===== config.mk =====
export PLATFORM = sky130hd
export DESIGN_NAME = shs_standby_ctrl
export DESIGN_NICKNAME = d
export VERILOG_FILES = /design/src/include/shs_pkg.sv /design/src/include/shs_settle_if.sv /design/src/design/shs_settle_timer.sv /design/src/design/shs_standby_ctrl.sv
export SDC_FILE = /design/constraint.sdc
export NUM_CORES = 1
export LEC_CHECK = 0
export BUFFER_PORTS_ARGS = -buffer_cell sky130_fd_sc_hd__buf_2
export CAP_MARGIN = 20
export CELL_PAD_IN_SITES_DETAIL_PLACEMENT = 1
export CELL_PAD_IN_SITES_GLOBAL_PLACEMENT = 1
export CORE_ASPECT_RATIO = 0.6
export CORE_UTILIZATION = 40
export DETAILED_ROUTE_END_ITERATION = 16
export GPL_TIMING_DRIVEN = 0
export PLACE_DENSITY = 0.87
export SLEW_MARGIN = 40
export SYNTH_ARGS = -nofsm -noshare
export SYNTH_HDL_FRONTEND = slang
export SYNTH_SLANG_ARGS = --single-unit

===== constraint.sdc =====
create_clock -name clock -period 2.8 [get_ports clock]
set_input_delay 0.28 -clock clock [delete_from_list [all_inputs] [get_ports clock]]
set_output_delay 0.28 -clock clock [all_outputs]
set_load 0.02 [all_outputs]

===== src/include/shs_pkg.sv =====
/*
 * shared constants and types of the standby controller: register offsets,
 * reset values, settle codes and counts, wake wait lengths and the state code.
 * assumes nothing of its surroundings; the files that use it name it in full.
 */
package shs_pkg;

  localparam int          SHS_ADDR_W      = 4;
  localparam int          SHS_DATA_W      = 8;
  localparam int          SHS_IRQ_N       = 8;
  localparam int          SHS_CNT_W       = 18;

  localparam logic [3:0]  SHS_OFF_SETTLE  = 4'h0;
  localparam logic [3:0]  SHS_OFF_CTRL    = 4'h1;
  localparam logic [3:0]  SHS_OFF_STATUS  = 4'h2;

  localparam logic [2:0]  SHS_SETTLE_RST  = 3'h4;
  localparam logic [2:0]  SHS_SEL_2P12    = 3'h0;
  localparam logic [2:0]  SHS_SEL_2P15    = 3'h2;
  localparam logic [2:0]  SHS_SEL_2P17    = 3'h4;
  localparam int          SHS_CTRL_RC_BIT = 0;

  // settle lengths in clock cycles (one crystal or rc cycle per clock)
  localparam logic [17:0] SHS_CYC_2P7     = 18'h00080;
  localparam logic [17:0] SHS_CYC_2P12    = 18'h01000;
  localparam int          SHS_CYC_2P15    = 32768;
  localparam int          SHS_CYC_2P17    = 131072;

  localparam logic [3:0]  SHS_WAIT_VEC    = 4'h9;
  localparam logic [3:0]  SHS_WAIT_NEXT   = 4'h1;

  typedef enum logic [2:0] {
    SHS_ST_RUN    = 3'b000,
    SHS_ST_IDLE   = 3'b001,
    SHS_ST_STOP   = 3'b010,
    SHS_ST_SETTLE = 3'b011,
    SHS_ST_WAIT   = 3'b100,
    SHS_ST_RSTW   = 3'b101,
    SHS_ST_RESET  = 3'b110
  } shs_state_t;

endpackage


===== src/include/shs_settle_if.sv =====
/*
 * carrier between the standby controller and its settle timer.
 * assumes both ends run on the same clock.
 */
`timescale 1ns/1ps
interface shs_settle_if;
  logic        start;
  logic [17:0] count;
  logic        busy;
  logic        done;
  modport ctrl (output start, output count, input busy, input done);
  modport tmr  (input start, input count, output busy, output done);
endinterface


===== src/design/shs_settle_timer.sv =====
/*
 * oscillation settle timer: counts a loaded number of clocks, then pulses done.
 * assumes start is a one-cycle pulse and count is at least one.
 */
`timescale 1ns/1ps
module shs_settle_timer (
  input  wire logic   clock,
  input  wire logic   rst,
  shs_settle_if.tmr   tif
);

  logic [17:0] left_q;
  logic        busy_q;
  logic        done_q;

  always_ff @(posedge clock) begin
    if (rst) begin
      left_q <= 18'h00000;
      busy_q <= 1'b0;
      done_q <= 1'b0;
    end else begin
      done_q <= 1'b0;
      if (tif.start) begin
        left_q <= tif.count;
        busy_q <= 1'b1;
      end else if (busy_q) begin
        if (left_q == 18'h00001) begin
          busy_q <= 1'b0;
          done_q <= 1'b1;
        end
        left_q <= left_q - 18'h00001;
      end
    end
  end

  assign tif.busy = busy_q;
  assign tif.done = done_q;

  a_settle_len: assert property (@(posedge clock) disable iff (rst)
    tif.start && tif.count == shs_pkg::SHS_CYC_2P7 |-> ##129 tif.done)
    else $error("settle done not after loaded count");

endmodule


===== src/design/shs_standby_ctrl.sv =====
/*
 * standby controller: idle (cpu clock gated) and oscillator stop modes,
 * their release by interrupt, nmi or reset request, the settle wait,
 * peripheral run enables and a small register port.
 * assumes the core gives one-cycle instruction pulses and holds
 * its flags steady as levels; all inputs are synchronous to clock.
 */
`timescale 1ns/1ps

// Notes on behaviour
// - idle instruction puts the device into idle mode.
// - idle gates cpu clock; timers, wdt, serial, interrupts run; adc, multiplier stop.
// - port latches hold their values throughout idle.
// - unmasked interrupt ends idle; enable picks vector or next instruction.
// - idle release waits 9 clocks to vector, 1 clock to resume.
// - nmi ends idle and vectors regardless of accept enable.
// - reset request in idle ends it like an ordinary reset.
// - stop instruction enters oscillator stop mode; oscillator halts.
// - pending unmasked request at entry releases standby at once.
// - stop with pending request goes idle-like, waits settle time, then runs.
// - stop halts timer16, wdt, adc, multiplier; timer8 only on external pin.
// - serial keeps running in stop while externally clocked.
// - port latches hold their values throughout stop.
// - only unmasked interrupt or reset request release stop.
// - interrupt release of stop waits settle time, then vectors or resumes.
// - rc variant settles for 2^7 clocks.
// - settle select 000/010/100 give 2^12/2^15/2^17; reset value 04h.
// - reset release of stop asserts core_reset at once and holds it through the settle wait.
module shs_standby_ctrl #(
  parameter int SETTLE_2P15 = shs_pkg::SHS_CYC_2P15,
  parameter int SETTLE_2P17 = shs_pkg::SHS_CYC_2P17
) (
  input  wire logic        clock,
  input  wire logic        rst,
  input  wire logic [3:0]  reg_addr,
  input  wire logic [7:0]  reg_wdata,
  input  wire logic        reg_we,
  input  wire logic        reg_re,
  output logic      [7:0]  reg_rdata,
  input  wire logic        exec_idle,
  input  wire logic        exec_stop,
  input  wire logic [7:0]  irq_req,
  input  wire logic [7:0]  irq_mask_flag,
  input  wire logic        irq_accept_enable,
  input  wire logic        nmi_req,
  input  wire logic        reset_req,
  input  wire logic        timer8_ext_count_pin,
  input  wire logic        serial_ext_clk,
  output logic             cpu_clk_en,
  output logic             osc_run,
  output logic             port_latch_hold,
  output logic             timer16_en,
  output logic             timer8_en,
  output logic             wdt_en,
  output logic             serial_en,
  output logic             adc_en,
  output logic             mult_en,
  output logic             core_reset,
  output logic             resume_next,
  output logic             vector_take
);

  shs_settle_if          sif ();
  shs_pkg::shs_state_t   st_q;
  shs_pkg::shs_state_t   st_d;
  logic [2:0]            osc_settle_select_q;
  logic                  rc_variant_q;
  logic                  wake;
  logic                  vec_q;
  logic [3:0]            wait_q;
  logic                  osc_d;
  logic                  idle_like_d;
  logic [7:0]            rdata_q;

  // prohibited codes fall back to the longest wait, the safe side
  function automatic logic [17:0] settle_cycles(input logic [2:0] sel,
                                                input logic       rc);
    logic [17:0] c;
    c = SETTLE_2P17[17:0];
    if (rc)
      c = shs_pkg::SHS_CYC_2P7;
    else if (sel == shs_pkg::SHS_SEL_2P12)
      c = shs_pkg::SHS_CYC_2P12;
    else if (sel == shs_pkg::SHS_SEL_2P15)
      c = SETTLE_2P15[17:0];
    return c;
  endfunction

  assign wake = |(irq_req & ~irq_mask_flag);

  always_comb begin
    st_d = st_q;
    case (st_q)
      shs_pkg::SHS_ST_RUN: begin
        if (reset_req)
          st_d = shs_pkg::SHS_ST_RESET;
        else if (exec_stop)
          st_d = wake ? shs_pkg::SHS_ST_SETTLE : shs_pkg::SHS_ST_STOP;
        else if (exec_idle)
          st_d = wake ? shs_pkg::SHS_ST_WAIT : shs_pkg::SHS_ST_IDLE;
      end
      shs_pkg::SHS_ST_IDLE: begin
        if (reset_req)
          st_d = shs_pkg::SHS_ST_RESET;
        else if (nmi_req || wake)
          st_d = shs_pkg::SHS_ST_WAIT;
      end
      shs_pkg::SHS_ST_STOP: begin
        if (reset_req)
          st_d = shs_pkg::SHS_ST_RSTW;
        else if (wake)
          st_d = shs_pkg::SHS_ST_SETTLE;
      end
      shs_pkg::SHS_ST_SETTLE: begin
        if (sif.done)
          st_d = shs_pkg::SHS_ST_RUN;
      end
      // the short wake wait runs out before a reset request is served
      shs_pkg::SHS_ST_WAIT: begin
        if (wait_q == 4'h1)
          st_d = shs_pkg::SHS_ST_RUN;
      end
      shs_pkg::SHS_ST_RSTW: begin
        if (sif.done)
          st_d = shs_pkg::SHS_ST_RESET;
      end
      shs_pkg::SHS_ST_RESET: begin
        if (!reset_req)
          st_d = shs_pkg::SHS_ST_RUN;
      end
      default: st_d = shs_pkg::SHS_ST_RUN;
    endcase
  end

  always_ff @(posedge clock) begin
    if (rst)
      st_q <= shs_pkg::SHS_ST_RUN;
    else
      st_q <= st_d;
  end

  // release kind, captured as the wait begins
  always_ff @(posedge clock) begin
    if (rst) begin
      vec_q  <= 1'b0;
      wait_q <= 4'h0;
    end else if (st_d == shs_pkg::SHS_ST_WAIT && st_q != shs_pkg::SHS_ST_WAIT) begin
      vec_q  <= (st_q == shs_pkg::SHS_ST_IDLE && nmi_req) || irq_accept_enable;
      wait_q <= ((st_q == shs_pkg::SHS_ST_IDLE && nmi_req) || irq_accept_enable)
                ? shs_pkg::SHS_WAIT_VEC : shs_pkg::SHS_WAIT_NEXT;
    end else if (st_d == shs_pkg::SHS_ST_SETTLE && st_q != shs_pkg::SHS_ST_SETTLE) begin
      vec_q  <= irq_accept_enable;
    end else if (st_q == shs_pkg::SHS_ST_WAIT) begin
      wait_q <= wait_q - 4'h1;
    end
  end

  assign sif.start = (st_d == shs_pkg::SHS_ST_SETTLE && st_q != shs_pkg::SHS_ST_SETTLE) ||
                     (st_d == shs_pkg::SHS_ST_RSTW && st_q != shs_pkg::SHS_ST_RSTW);
  assign sif.count = settle_cycles(osc_settle_select_q, rc_variant_q);

  shs_settle_timer u_settle (
    .clock (clock),
    .rst   (rst),
    .tif   (sif)
  );

  always_ff @(posedge clock) begin
    if (rst) begin
      resume_next <= 1'b0;
      vector_take <= 1'b0;
    end else begin
      resume_next <= 1'b0;
      vector_take <= 1'b0;
      if (st_d == shs_pkg::SHS_ST_RUN &&
          (st_q == shs_pkg::SHS_ST_WAIT || st_q == shs_pkg::SHS_ST_SETTLE)) begin
        vector_take <= vec_q;
        resume_next <= !vec_q;
      end
    end
  end

  assign osc_d = st_d != shs_pkg::SHS_ST_STOP;
  assign idle_like_d = st_d == shs_pkg::SHS_ST_IDLE || st_d == shs_pkg::SHS_ST_WAIT ||
                       st_d == shs_pkg::SHS_ST_SETTLE;

  // run enables follow the next state so they line up with st_q
  always_ff @(posedge clock) begin
    if (rst) begin
      cpu_clk_en      <= 1'b1;
      osc_run         <= 1'b1;
      port_latch_hold <= 1'b0;
      timer16_en      <= 1'b1;
      timer8_en       <= 1'b1;
      wdt_en          <= 1'b1;
      serial_en       <= 1'b1;
      adc_en          <= 1'b1;
      mult_en         <= 1'b1;
      core_reset      <= 1'b0;
    end else begin
      cpu_clk_en      <= st_d == shs_pkg::SHS_ST_RUN;
      osc_run         <= osc_d;
      port_latch_hold <= idle_like_d || !osc_d;
      timer16_en      <= osc_d;
      timer8_en       <= osc_d || timer8_ext_count_pin;
      wdt_en          <= osc_d;
      serial_en       <= osc_d || serial_ext_clk;
      adc_en          <= st_d == shs_pkg::SHS_ST_RUN;
      mult_en         <= st_d == shs_pkg::SHS_ST_RUN;
      core_reset      <= st_d == shs_pkg::SHS_ST_RESET || st_d == shs_pkg::SHS_ST_RSTW;
    end
  end

  always_ff @(posedge clock) begin
    if (rst) begin
      osc_settle_select_q <= shs_pkg::SHS_SETTLE_RST;
      rc_variant_q        <= 1'b0;
    end else if (reg_we) begin
      if (reg_addr == shs_pkg::SHS_OFF_SETTLE)
        osc_settle_select_q <= reg_wdata[2:0];
      if (reg_addr == shs_pkg::SHS_OFF_CTRL)
        rc_variant_q <= reg_wdata[shs_pkg::SHS_CTRL_RC_BIT];
    end
  end

  always_ff @(posedge clock) begin
    if (rst)
      rdata_q <= 8'h00;
    else if (reg_re) begin
      case (reg_addr)
        shs_pkg::SHS_OFF_SETTLE: rdata_q <= {5'h00, osc_settle_select_q};
        shs_pkg::SHS_OFF_CTRL:   rdata_q <= {7'h00, rc_variant_q};
        shs_pkg::SHS_OFF_STATUS: rdata_q <= {3'h0, sif.busy, wake, st_q};
        default:                 rdata_q <= 8'h00;
      endcase
    end else
      rdata_q <= 8'h00;
  end

  assign reg_rdata = rdata_q;

  a_idle_entry: assert property (@(posedge clock) disable iff (rst)
    st_q == shs_pkg::SHS_ST_RUN && exec_idle && !exec_stop && !wake && !reset_req
    |=> st_q == shs_pkg::SHS_ST_IDLE && !cpu_clk_en)
    else $error("idle not entered");

  a_idle_gating: assert property (@(posedge clock) disable iff (rst)
    st_q == shs_pkg::SHS_ST_IDLE |-> !cpu_clk_en && osc_run && timer16_en && wdt_en
      && serial_en && !adc_en && !mult_en)
    else $error("idle run enables wrong");

  a_idle_hold: assert property (@(posedge clock) disable iff (rst)
    st_q == shs_pkg::SHS_ST_IDLE |-> port_latch_hold)
    else $error("ports not held in idle");

  a_idle_masked: assert property (@(posedge clock) disable iff (rst)
    st_q == shs_pkg::SHS_ST_IDLE && !wake && !nmi_req && !reset_req
    |=> st_q == shs_pkg::SHS_ST_IDLE)
    else $error("idle left without cause");

  a_vec_wait: assert property (@(posedge clock) disable iff (rst)
    st_q == shs_pkg::SHS_ST_IDLE && wake && irq_accept_enable && !reset_req
    |=> (st_q == shs_pkg::SHS_ST_WAIT)[*8] ##1 st_q == shs_pkg::SHS_ST_WAIT
    ##1 vector_take && cpu_clk_en)
    else $error("vectored wake wait not 9 clocks");

  a_next_wait: assert property (@(posedge clock) disable iff (rst)
    st_q == shs_pkg::SHS_ST_IDLE && wake && !nmi_req && !irq_accept_enable && !reset_req
    |=> st_q == shs_pkg::SHS_ST_WAIT ##1 resume_next && !vector_take)
    else $error("plain wake wait not 1 clock");

  a_nmi_vector: assert property (@(posedge clock) disable iff (rst)
    st_q == shs_pkg::SHS_ST_IDLE && nmi_req && !reset_req
    |=> vec_q ##9 vector_take)
    else $error("nmi did not vector");

  a_idle_reset: assert property (@(posedge clock) disable iff (rst)
    st_q == shs_pkg::SHS_ST_IDLE && reset_req |=> core_reset)
    else $error("reset in idle ignored");

  a_stop_osc: assert property (@(posedge clock) disable iff (rst)
    st_q == shs_pkg::SHS_ST_STOP |-> !osc_run && port_latch_hold)
    else $error("oscillator runs in stop");

  a_stop_instant: assert property (@(posedge clock) disable iff (rst)
    st_q == shs_pkg::SHS_ST_RUN && exec_stop && wake && !reset_req
    |=> st_q == shs_pkg::SHS_ST_SETTLE && osc_run && !cpu_clk_en)
    else $error("stop with pending wake did not settle");

  a_stop_periph: assert property (@(posedge clock) disable iff (rst)
    st_q == shs_pkg::SHS_ST_STOP |-> !timer16_en && !wdt_en && !adc_en
      && timer8_en == $past(timer8_ext_count_pin) && serial_en == $past(serial_ext_clk))
    else $error("stop run enables wrong");

  a_stop_stays: assert property (@(posedge clock) disable iff (rst)
    st_q == shs_pkg::SHS_ST_STOP && !wake && !reset_req |=> st_q == shs_pkg::SHS_ST_STOP)
    else $error("stop left without cause");

  a_stop_reset: assert property (@(posedge clock) disable iff (rst)
    st_q == shs_pkg::SHS_ST_STOP && reset_req
    |=> st_q == shs_pkg::SHS_ST_RSTW && core_reset && osc_run)
    else $error("reset release of stop skipped settle");

  c_idle_vector: cover property (@(posedge clock) disable iff (rst)
    st_q == shs_pkg::SHS_ST_IDLE ##1 st_q == shs_pkg::SHS_ST_WAIT ##[1:12] vector_take);
  c_stop_wake: cover property (@(posedge clock) disable iff (rst)
    st_q == shs_pkg::SHS_ST_STOP ##1 st_q == shs_pkg::SHS_ST_SETTLE);
  c_stop_reset: cover property (@(posedge clock) disable iff (rst)
    st_q == shs_pkg::SHS_ST_RSTW ##1 st_q == shs_pkg::SHS_ST_RESET);

endmodule


==> Word level (Yosys, flattened, before mapping) <==
Index checks and enable logic that the tools add are counted.
{ "classes": {"bitwise_logic": 5, "n_addsub": 2, "n_eq_ne": 21, "n_reduce_logical": 31, "mux": 30} }
{ "ops": {"columns": ["cell", "n"], "rows": [
  ["$mux W18", 5],
  ["$mux W3", 12],
  ["$pmux W3 S7", 1],
  ["$eq A18 B1 Y1 const B", 1],
  ["$eq A3 B3 Y1 const B", 6],
  ["$sub A18 B1 Y18 const B", 1],
  ["$mux W4", 4],
  ["$pmux W5 S3", 1],
  ["$eq A3 B2 Y1 const B", 4],
  ["$logic_or A1 B1 Y1", 10],
  ["$logic_not A3 Y1", 3],
  ["$and A8 B8 Y8", 1],
  ["$eq A4 B1 Y1 const B", 2],
  ["$not A8 Y8", 1],
  ["$reduce_or A8 Y1", 1],
  ["$mux W1", 7],
  ["$eq A3 B1 Y1 const B", 2],
  ["$ne A3 B2 Y1 const B", 2],
  ["$ne A3 B3 Y1 const B", 2],
  ["$reduce_and A2 Y1", 3],
  ["$reduce_bool A2 Y1", 3],
  ["$logic_and A1 B1 Y1", 5],
  ["$eq A4 B2 Y1 const B", 1],
  ["$logic_not A4 Y1", 1],
  ["other kinds (6)", 10]
]} }
{ "word_totals": {"output_inout_bits": 20, "register_bits": 48, "in_bits": 39, "elab_cells": 106} }

==> Depth between registers and ports, before layout <==
Gate-level depths: netlist of run 1.
{ "depth": {"ltp_word": 12, "depth_mapped": 9, "depth_no_buf": 7} }

==> By module <==
Synthesis of run 1 repeated with hierarchy kept, for this count alone.
{ "hier_totals": {"hier_cells": 285, "hier_area_um2": 2458.6} }
{ "modules_own_cells": {"columns": ["mod", "seq_area_each_um2", "cells_per_inst", "area_each_um2", "n_inst"], "rows": [
  ["shs_standby_ctrl", 500.5, 156, 1385.1, 1],
  ["shs_settle_timer", 400.4, 129, 1073.5, 1]
]} }

==> Worst setup path after synthesis of run 1 <==
No wires, ideal clock.
{ "synth_timing": {"kind": "reg-to-reg", "start": "register u_settle.left_q[9]", "end": "register u_settle.left_q[17]", "stages_incl_launch_ff": 8, "setup_time_ps": 125, "period_less_slack_ps": 1863, "path_buffers": 0, "required_time_ps": 2675, "t_arrival_ps": 1738, "slack_ps": 937, "cell_sequence": "dfxtp_1 -> or4_4 -> or3_4 -> nor4_4 -> xnor2_1 -> nor2_1 -> nand2_1 -> o41ai_1"} }
{ "synth_via": {"elab_chain_len": 3} }
{ "synth_lines": {"columns": ["element", "line_no", "rtl"], "rows": [
  ["start: declaration", "shs_settle_timer.sv:12", "logic [17:0] left_q;"],
  ["start signal: assignment", "shs_settle_timer.sv:24", "left_q <= tif.count;"],
  ["start signal: assignment", "shs_settle_timer.sv:31", "left_q <= left_q - 18'h00001;"],
  ["$sub A18 B1 Y18", "shs_settle_timer.sv:31", null],
  ["$mux W18", "shs_settle_timer.sv:26", "end else if (busy_q) begin"],
  ["$mux W18", "shs_settle_timer.sv:23", "if (tif.start) begin"]
]} }
Every way passes these cells. The select of a mux whose other input is x is not followed.
A chain may end at the register's enable or synchronous reset.

==> Worst setup path in the final report of run 1 <==
{ "layout_timing": {"start": "register st_q[1]", "end": "register serial_en"} }
{ "layout_via": {"elab_chain_len": 6, "word_cells_on_any_way": 21, "classes_between": "7 x eq/ne; 12 x mux; 2 x reduce/logical"} }
{ "layout_lines": {"columns": ["element", "line_no", "rtl"], "rows": [
  ["start: declaration", "shs_standby_ctrl.sv:64", "shs_pkg::shs_state_t st_q;"],
  ["start signal: assignment", "shs_standby_ctrl.sv:137", "st_q <= shs_pkg::SHS_ST_RUN;"],
  ["start signal: assignment", "shs_standby_ctrl.sv:139", "st_q <= st_d;"],
  ["$mux W3", "shs_standby_ctrl.sv:99", "else if (exec_idle)"],
  ["$mux W3", "shs_standby_ctrl.sv:97", "else if (exec_stop)"],
  ["$mux W3", "shs_standby_ctrl.sv:95", "if (reset_req)"],
  ["$pmux W3 S7 *", "shs_standby_ctrl.sv:93", "case (st_q)"],
  ["$ne A3 B2 Y1 *", "shs_standby_ctrl.sv:183", "assign osc_d = st_d != shs_pkg::SHS_ST_STOP;"],
  ["$logic_or A1 B1 Y1 *", "shs_standby_ctrl.sv:207", "serial_en <= osc_d || serial_ext_clk;"],
  ["end signal: assignment", "shs_standby_ctrl.sv:207", null],
  ["end: declaration", "shs_standby_ctrl.sv:55", "output logic serial_en,"]
]} }
Mark *: on every way between the ends. The rest lies on a longest branch, timed or not.

==> flow_metrics.tcl, run 1 <==
set metrics [dict create \
    clk_pin_slew_ps 70 \
    r2r_slack_ps 420 \
    rr_worst_depth 7 \
    crit_fanout 10 \
    cp-end-kind "register" \
    hold_start "timer8_ext_count_pin" \
    grt_pass1_wl_um 10100 \
    syn2layout_area_growth_pct 18.3 \
    cts_sinks 45 \
    fin_skew_ps 7.95 \
    synth.avg_cell_area_um2 8.68 \
    startpoint_type "register" \
    finalCriticalPeriod_ps 2380 \
    port_buffers 47 \
    hold_viol_final 0 \
    rsz0062_at_grt "no" \
    drcViolationCount 0 \
    worstSkewPairLatency_ps 290 \
    antenna_left 0 \
    synth-seq-cells 45 \
    synthArstFlopShare_pct 0 \
    place_inst 396 \
    ys_top_cells_by_area "dfxtp_1, nor2_1, mux2i_1" \
    grt_usage_pct 21.7 \
    cts_buffers 5 \
    dr.pass1.iters 4 \
    utilization_pct 49.2 \
    powerDensity_nw_per_um2 1060 \
    drt_iter0_drc 102 \
    post-dp-hpwl_um 4900 \
    hp-class "input port to register" \
    yosys.area.top_type "dfxtp_1" \
    syn_inst 267 \
    die_w_um 100 \
    start_util_pct 41.6 \
    pre_cts_slack_ps 423 \
    cts_tree "done" \
    outcome "finished clean" \
    die_h_um 61.0 \
    synth_top_area_share_pct 38.9 \
    wl_met3_um 314 \
    netlist_area_um2 2320 \
    hold_end "timer8_en$_SDFF_PP1_" \
    ys_seq_area_share_pct 38.9 \
    cp.arrival_ps 2530 \
    fp.coreArea_um2 5570 \
    r2r_start "st_q[1]$_SDFF_PP0_" \
    grt_max_degree 13 \
    final_cells 402 \
    reg2reg_to "serial_en$_SDFF_PP1_" \
    setup-violations-final 0 \
    synth_edf_count 0 \
    max_cap_violations 0 \
    drive_gt1_share_pct 25.5 \
    gp_congestion 0.826 \
    synth_warnings 0 \
    tightest_slew_ps 721 \
    ys_types 55 \
    routedWlPerCell_um 15.4 \
    final_cell_mix "buf_2, dfxtp_1, nor2_1" \
    layout_commonest_cell "buf_2" \
    rows 21 \
    setup_ws_ps 416 \
    cts_setup_buffers 0 \
    hold_depth 2 \
    vias 2053 \
    report.final.slew_viol_count 0 \
    wl_met1_um 3320 \
    max-clock-path-buffers 2 \
    cp.required_ps 2940 \
    post_cts_resized 0 \
    period_share_pct 85.1 \
    grt.overflow.total 0 \
    top_layer "met4" \
    grt_pass1_vias 2014 \
    ir_drop_mv 0.515 \
    vias_per_cell 5.11 \
    cts_root_buffer "clkbuf_8" \
    grt_antenna_before_repair 0 \
    tns_ps 0 \
    hold_buffers 0 \
    wl_met2_um 2530 \
    pin_count 59 \
    nets 366 \
    relSlewSlack_pct 51.2 \
    synth_ff_type "dfxtp_1" \
    power.leakage_nw 1.14 \
    critical_path_class "register to register" \
    antennaDiodeCount 0 \
    clock.fmax_mhz 419 \
    routed_wl_um 6190 \
    htree_levels 2 \
    die_area_um2 6110 \
]
## synthesized netlist by cell type (all sizes together) (2+ instances only)
library cell / n
nand4: 2
nand2b: 8
a31oi: 4
and3: 3
xnor2: 10
nor4b: 5
nand4b: 2
a211oi: 3
clkbuf: 4
nor3: 11
mux2i: 9
o21a: 2
dfxtp: 45
nand3: 5
nand3b: 2
nor2b: 8
a21boi: 2
a211o: 2
inv: 17
o21ai: 10
nand2: 10
ha: 4
a21oi: 9
or4: 3
buf: 13
nor4: 6
o211ai: 2
o22ai: 2
xor2: 6
and2: 2
nor2: 43
## layer usage
layer	GRT usage, %	up-vias
met4	3.93	0
li1	-	1026
met5	0	-
met3	4.72	2
met2	31.5	47
met1	33.1	978
## metrics by stage
step           hold slack, ps  area, µm²  total power [W]
3_5_place_dp              434       2670          0.00254
5_1_grt                   171       2740          0.00314
3_3_place_gp              412       2660          0.00245
2_1_floorplan             381       2320          0.00216
6_report                  179       2740          0.00292
4_1_cts                   182       2740          0.00292
## worst max-delay path by stage
stage               slack, ps  cells after the start                            start                          endpoint
floorplan                 940                      7  u_settle.left_q[9]$_SDFFE_PP0P_  u_settle.left_q[17]$_SDFFE_PP0P_
global placement          550                      8               st_q[2]$_SDFF_PP0_      u_settle.tif.done$_SDFF_PP0_
CTS                       410                      7               st_q[1]$_SDFF_PP0_              serial_en$_SDFF_PP1_
finish                    420                      7               st_q[1]$_SDFF_PP0_              serial_en$_SDFF_PP1_
global route              220                      7               st_q[2]$_SDFF_PP0_              serial_en$_SDFF_PP1_
detailed placement        420                      7               st_q[1]$_SDFF_PP0_              serial_en$_SDFF_PP1_
## flip-flops by register name, indices dropped and copies added (netlist names), 3 cells and up
signal,cells
osc_settle_select_q,3
u_settle.left_q,18
st_q,3
wait_q,4
reg_rdata,5
## final cells by class
cell class / count / area [µm²]
fillers: 710 / 2830
multi-input cells: 190 / 1260
flip-flops and latches: 45 / 901
repair buffers: 47 / 235
plain buffers: 17 / 106
well taps: 80 / 100
clock buffers: 5 / 68.8
inverters: 17 / 63.8
clock inverters: 1 / 5.00
## critical path: stages (launching register included)
cell      delay [ps]
dfxtp_1          320
buf_4            170
nor2b_2          190
o21ai_1          270
and2_1           260
o211ai_2         190
nor4b_1          690
nand2b_1         140
## kinds of logic (layout without fill, tap and decap cells)
| kind of cell | Yosys count | in the layout | share of synthesized area [%] |
|---|---|---|---|
| AO/OA/AOI/OAI | 45 | 45 | 14.3 |
| XOR/XNOR | 16 | 16 | 6.05 |
| adder cells (fa/ha/maj) | 4 | 4 | 2.16 |
| buffers and inverters | 34 | 87 | 7.34 |
| flip-flops | 45 | 45 | 38.9 |
| multiplexers | 9 | 9 | 3.89 |
| other | 1 | 3 | 0.162 |
| AND/OR/NAND/NOR | 113 | 113 | 27.2 |
## where the power goes
| part | switching, W | internal, W | total [W] | leakage, nW |
|---|---|---|---|---|
| Combinational | 0.000904 | 0.000634 | 0.00154 | 0.735 |
| Sequential | 0.000170 | 0.000833 | 0.00100 | 0.368 |
| Clock | 0.000210 | 0.000165 | 0.000375 | 0.0399 |
| Total | 0.00128 | 0.00163 | 0.00292 | 1.14 |
No activity file was read; power rests on OpenSTA's default activity.
==> inputs of run 2 (changes only) <==
--- a/config.mk
+++ b/config.mk
@@ -11,6 +11,7 @@
 export CELL_PAD_IN_SITES_GLOBAL_PLACEMENT = 1
 export CORE_ASPECT_RATIO = 0.6
 export CORE_UTILIZATION = 40
+export CTS_BUF_LIST = sky130_fd_sc_hd__clkbuf_4
 export DETAILED_ROUTE_END_ITERATION = 16
 export GPL_TIMING_DRIVEN = 0
 export PLACE_DENSITY = 0.87
==> flow_metrics.tcl, run 2 (synthesis results as in run 1) <==
set metrics [dict create \
    grt_usage_pct 21.6 \
    grt_max_degree 13 \
    finalPower_w 0.00283 \
    r2r_slack_ps 380 \
    r2r_start "st_q[2]$_SDFF_PP0_" \
    vias 2040 \
    fin_skew_ps 16.1 \
    final_cell_mix "buf_2, dfxtp_1, nor2_1" \
    ir_drop_mv 0.516 \
    antennaDiodeCount 0 \
    relSlewSlack_pct 48.9 \
    die_w_um 100 \
    cp.arrival_ps 2620 \
    largest_reg_flops 18 \
    sequentialPowerShare_pct 35.5 \
    gp_congestion 0.826 \
    setup-violations-final 0 \
    hold_buffers 0 \
    crit_fanout 8 \
    gr-max-usage-layer "met1" \
    drive_gt1_share_pct 25.5 \
    post_cts_resized 0 \
    grtUsageMet1_pct 32.8 \
    die_h_um 61.0 \
    final_cells 402 \
    startpoint_type "register" \
    p_switching_w 0.00127 \
    die_area_um2 6110 \
    tns_ps 0 \
    drcViolationCount 0 \
    hold_end "timer8_en$_SDFF_PP1_" \
    p_comb_share_pct 54.2 \
    holdWs_ps 120 \
    dr.pass1.iters 4 \
    cts_tree "done" \
    utilization_pct 48.6 \
    htree_levels 2 \
    reg2reg_to "serial_en$_SDFF_PP1_" \
    post-dp-hpwl_um 4900 \
    vias_per_cell 5.07 \
    grt_pass1_vias 2022 \
    drt_iter0_drc 96 \
    clock_power_share_pct 10.3 \
    period_share_pct 86.3 \
    routed_wl_um 6180 \
    max_cap_violations 0 \
    cts_sinks 45 \
    nets 366 \
    cts_root_buffer "clkbuf_4" \
    fillers 712 \
    powerDensity_nw_per_um2 1040 \
    hp-class "input port to register" \
    grt_pass1_wl_um 10000 \
    hold_viol_final 0 \
    power.leakage_nw 1.13 \
    place_inst 396 \
    regMostFlops "u_settle.left_q" \
    layout_commonest_cell "buf_2" \
    hold_depth 2 \
    rsz0062_at_grt "no" \
    clock.fmax_mhz 414 \
    antenna_left 0 \
    cp.required_ps 3010 \
    clk_pin_slew_ps 130 \
    worstSkewPairLatency_ps 350 \
    port_buffers 47 \
    critical_path_class "register to register" \
    grt_util_met2_pct 31.0 \
    cts_buffers 5 \
    start_util_pct 41.6 \
    cts_setup_buffers 0 \
    pin_count 59 \
    max-clock-path-buffers 2 \
    report.final.slew_viol_count 0 \
    rr_worst_depth 6 \
    outcome "finished clean" \
    routedWlPerCell_um 15.4 \
    syn2layout_area_growth_pct 16.9 \
    finalCriticalPeriod_ps 2420 \
    grt_antenna_before_repair 0 \
    swShare_pct 45.0 \
    rows 21 \
    hold_start "timer8_ext_count_pin" \
    intPower_w 0.00155 \
    grt_use_met3_pct 4.72 \
    cp-end-kind "register" \
    tightest_slew_ps 756 \
    grt.overflow.total 0 \
    fp.coreArea_um2 5570 \
]
-- run 2: changes by cell type in the layout (fill, tap and decap cells not counted) --
cell,change
clkbuf_4,+5
clkbuf_8,-5
-- run 2: area by class of cell --
cell class                 count  area [µm²]  share of cell area [%]
timing repair buffer          47         235                    8.68
multi-input combinational    190        1260                    46.5
clock inverter                 1        5.00                   0.185
clock buffer                   5        37.5                    1.39
tap                           80         100                    3.70
sequential                    45         901                    33.3
buffer                        17         106                    3.93
inverter                      17        63.8                    2.36
-- run 2: how the worst max path moves through the flow --
stage	startpoint	endpoint	slack, ps
floorplan	u_settle.left_q[9]$_SDFFE_PP0P_	u_settle.left_q[17]$_SDFFE_PP0P_	940
global placement	st_q[2]$_SDFF_PP0_	u_settle.tif.done$_SDFF_PP0_	550
detailed placement	st_q[1]$_SDFF_PP0_	serial_en$_SDFF_PP1_	420
CTS	st_q[2]$_SDFF_PP0_	serial_en$_SDFF_PP1_	400
global route	st_q[2]$_SDFF_PP0_	serial_en$_SDFF_PP1_	210
finish	st_q[2]$_SDFF_PP0_	serial_en$_SDFF_PP1_	380
-- run 2: per-stage QoR --
step                cell area [µm²]  setup WS, ps
finish                         2710           385
global route                   2710           209
CTS                            2710           397
detailed placement             2670           423
global placement               2660           551
floorplan                      2320           937
-- run 2: metal layers --
layer / part of all wire, % / vias to the layer above
li1: - / 1028
met3: 4.5 / 2
met4: 0.21 / 0
met1: 54 / 969
met2: 41 / 41
met5: 0 / -
-- run 2: power by group through the flow --
stage / sequential (W) / clock, W / combinational [W]
5_1_grt: 0.00103 / 0.000323 / 0.00171
4_1_cts: 0.00100 / 0.000299 / 0.00153
6_report: 0.00100 / 0.000291 / 0.00153
3_3_place_gp: 0.00100 / 0 / 0.00145
2_1_floorplan: 0.00101 / 0 / 0.00115
3_5_place_dp: 0.00102 / 0 / 0.00152
-- run 2: critical path, stage by stage (launching register included) --
cell and delay, ps:
dfxtp_1 350, nor2b_2 180, nand2_1 220, nor4b_2 520
a2111oi_4 160, nor4b_1 680, nand2b_1 140
==> inputs of run 3 (changes only) <==
--- a/config.mk
+++ b/config.mk
@@ -5,6 +5,7 @@
 export SDC_FILE = /design/constraint.sdc
 export NUM_CORES = 1
 export LEC_CHECK = 0
+export ABC_AREA = 1
 export BUFFER_PORTS_ARGS = -buffer_cell sky130_fd_sc_hd__buf_2
 export CAP_MARGIN = 20
 export CELL_PAD_IN_SITES_DETAIL_PLACEMENT = 1
@@ -14,7 +15,8 @@
 export CTS_BUF_LIST = sky130_fd_sc_hd__clkbuf_4
 export DETAILED_ROUTE_END_ITERATION = 16
 export GPL_TIMING_DRIVEN = 0
-export PLACE_DENSITY = 0.87
+export HOLD_SLACK_MARGIN = 0.08
+export PLACE_DENSITY = 0.88
 export SLEW_MARGIN = 40
 export SYNTH_ARGS = -nofsm -noshare
 export SYNTH_HDL_FRONTEND = slang
==> flow_metrics.tcl, run 3 <==
set metrics [dict create \
    vias 2534 \
    synth_ff_type "dfxtp_1" \
    yosys.area.top_type "dfxtp_1" \
    grt_max_degree 14 \
    setup_ws_ps 893 \
    hold_viol_final 0 \
    syn2layout_area_growth_pct 15.4 \
    clock_power_share_pct 8.5 \
    tightest_slew_ps 616 \
    cp.arrival_ps 2150 \
    clock.fmax_mhz 524 \
    synth-seq-cells 45 \
    layout_commonest_cell "nand2_1" \
    hold_start "timer8_ext_count_pin" \
    grt_antenna_before_repair 0 \
    p_comb_share_pct 65.4 \
    ir_drop_mv 0.417 \
    max_cap_violations 0 \
    crit_fanout 8 \
    nets 470 \
    antenna_left 0 \
    synth_most_common_cell "nand2_1" \
    cts_sinks 45 \
    cts_buffers 5 \
    netlist_area_um2 2670 \
    antennaDiodeCount 0 \
    power.leakage_nw 1.45 \
    finalCriticalPeriod_ps 1910 \
    post_cts_resized 0 \
    largest_reg_flops 18 \
    drt_iter0_drc 90 \
    die_h_um 65.3 \
    max-clock-path-buffers 2 \
    period_share_pct 68.1 \
    hold_buffers 0 \
    startpoint_type "register" \
    powerDensity_nw_per_um2 1220 \
    syn_inst 369 \
    fin_skew_ps 19.6 \
    rows 22 \
    r2r_start "st_q[2]$_SDFF_PP0_" \
    synth.avg_cell_area_um2 7.24 \
    setup-violations-final 0 \
    ys_types 37 \
    cts_root_buffer "clkbuf_4" \
    critical_path_class "register to register" \
    wl_met1_um 3540 \
    synth_top_area_share_pct 33.7 \
    start_util_pct 42.6 \
    synth_edf_count 0 \
    clk_pin_slew_ps 140 \
    pre_cts_slack_ps 824 \
    ys_seq_area_share_pct 33.7 \
    tns_ps 0 \
    drive_gt1_share_pct 27.3 \
    grt.overflow.total 0 \
    die_area_um2 7020 \
    pin_count 59 \
    sequentialPowerShare_pct 26.1 \
    port_buffers 49 \
    synth_commonest_cells "nand2_1, nor2_1, dfxtp_1, inv_1, nand3_1" \
    htree_levels 2 \
    grt_pass1_vias 2502 \
    post-dp-hpwl_um 5800 \
    top_layer "met4" \
    cts_setup_buffers 0 \
    vias_per_cell 4.95 \
    final_cell_mix "nand2_1, nor2_1, buf_2" \
    cts_tree "done" \
    cp.required_ps 3040 \
    ys_top_cells_by_area "dfxtp_1, nand2_1, nor2_1" \
    dr.pass1.iters 4 \
    fp.coreArea_um2 6280 \
    hp-class "input port to register" \
    synthArstFlopShare_pct 0 \
    place_inst 504 \
    regMostFlops "u_settle.left_q" \
    rsz0062_at_grt "no" \
    die_w_um 108 \
    final_cells 512 \
    wl_met2_um 3030 \
    grt_usage_pct 22.3 \
    gp_congestion 0.842 \
    routed_wl_um 7060 \
    synth_warnings 0 \
    outcome "finished clean" \
    routedWlPerCell_um 13.8 \
    cp-end-kind "register" \
    startpoint "st_q[2]$_SDFF_PP0_" \
    wl_met3_um 388 \
    report.final.slew_viol_count 0 \
    intPower_w 0.00181 \
    grt_pass1_wl_um 12100 \
    p_switching_w 0.00197 \
    relSlewSlack_pct 59.0 \
    swShare_pct 52.0 \
    drcViolationCount 0 \
    worstSkewPairLatency_ps 360 \
]
[run 3: cell families (layout without fill, tap and decap cells)]
kind of cell,count (synthesis),count (layout),synth area share (%)
and+or+nand+nor,210,210,40.8
buffers and inverters,63,120,11.6
DFF,45,45,33.7
AOI/OAI and AO/OA,33,33,7.63
xor gates and xnor gates,13,13,4.26
adders and majority gates,4,4,1.87
other,1,3,0.140
[run 3: layout make-up]
cell class / instances / area [µm²]
plain buffers: 16 / 123
clock buffers: 6 / 45.0
clock inverters: 2 / 10.0
fillers: 820 / 3190
inverters: 47 / 186
multi-input cells: 263 / 1470
flip-flops and latches: 45 / 901
well taps: 84 / 105
repair buffers: 49 / 245
[run 3: power by group through the flow]
stage               Combinational (W)  Clock, W  Sequential [W]
finish                        0.00247  0.000322        0.000984
global route                  0.00275  0.000359         0.00101
CTS                           0.00247  0.000333        0.000984
detailed placement            0.00245         0        0.000998
global placement              0.00236         0        0.000985
floorplan                     0.00191         0         0.00100
[run 3: path summary, 6_finish.rpt]
kind,end,cells past startpoint,slack [ps]
max reg2reg,vec_q$_SDFFE_PP0P_,12,890
min,timer8_en$_SDFF_PP1_,2,100
min reg2reg,resume_next$_SDFF_PP0_,1,470
max,vec_q$_SDFFE_PP0P_,12,890
[run 3: critical path: stages (launching register included)]
cell and delay (ps):
dfxtp_1 330, buf_4 180, inv_4 70, nand3_1 90, nor2_1 80, nand4_1 130, nand3_1 170, nor2_1 220
nand2_2 130, nor2_2 170, nor2_1 60, nor2_1 100, nor2_1 50
[run 3: per-layer routing]
| metal | up-vias | track usage, % |
|---|---|---|
| li1 | 1276 | - |
| met1 | 1189 | 30.3 |
| met2 | 57 | 34.8 |
| met3 | 12 | 5.56 |
| met4 | 0 | 6.68 |
| met5 | - | 0 |
[run 3: metrics by stage]
stage | utilization, % | instance area [µm²] | hold slack [ps] | power [W]
2_1_floorplan | - | 2680 | 364 | 0.00291
3_3_place_gp | 48.3 | 3030 | 426 | 0.00335
3_5_place_dp | 48.3 | 3030 | 459 | 0.00345
4_1_cts | 49.2 | 3090 | 90.9 | 0.00379
5_1_grt | 49.2 | 3090 | 81.2 | 0.00412
6_report | 49.2 | 3090 | 100 | 0.00378
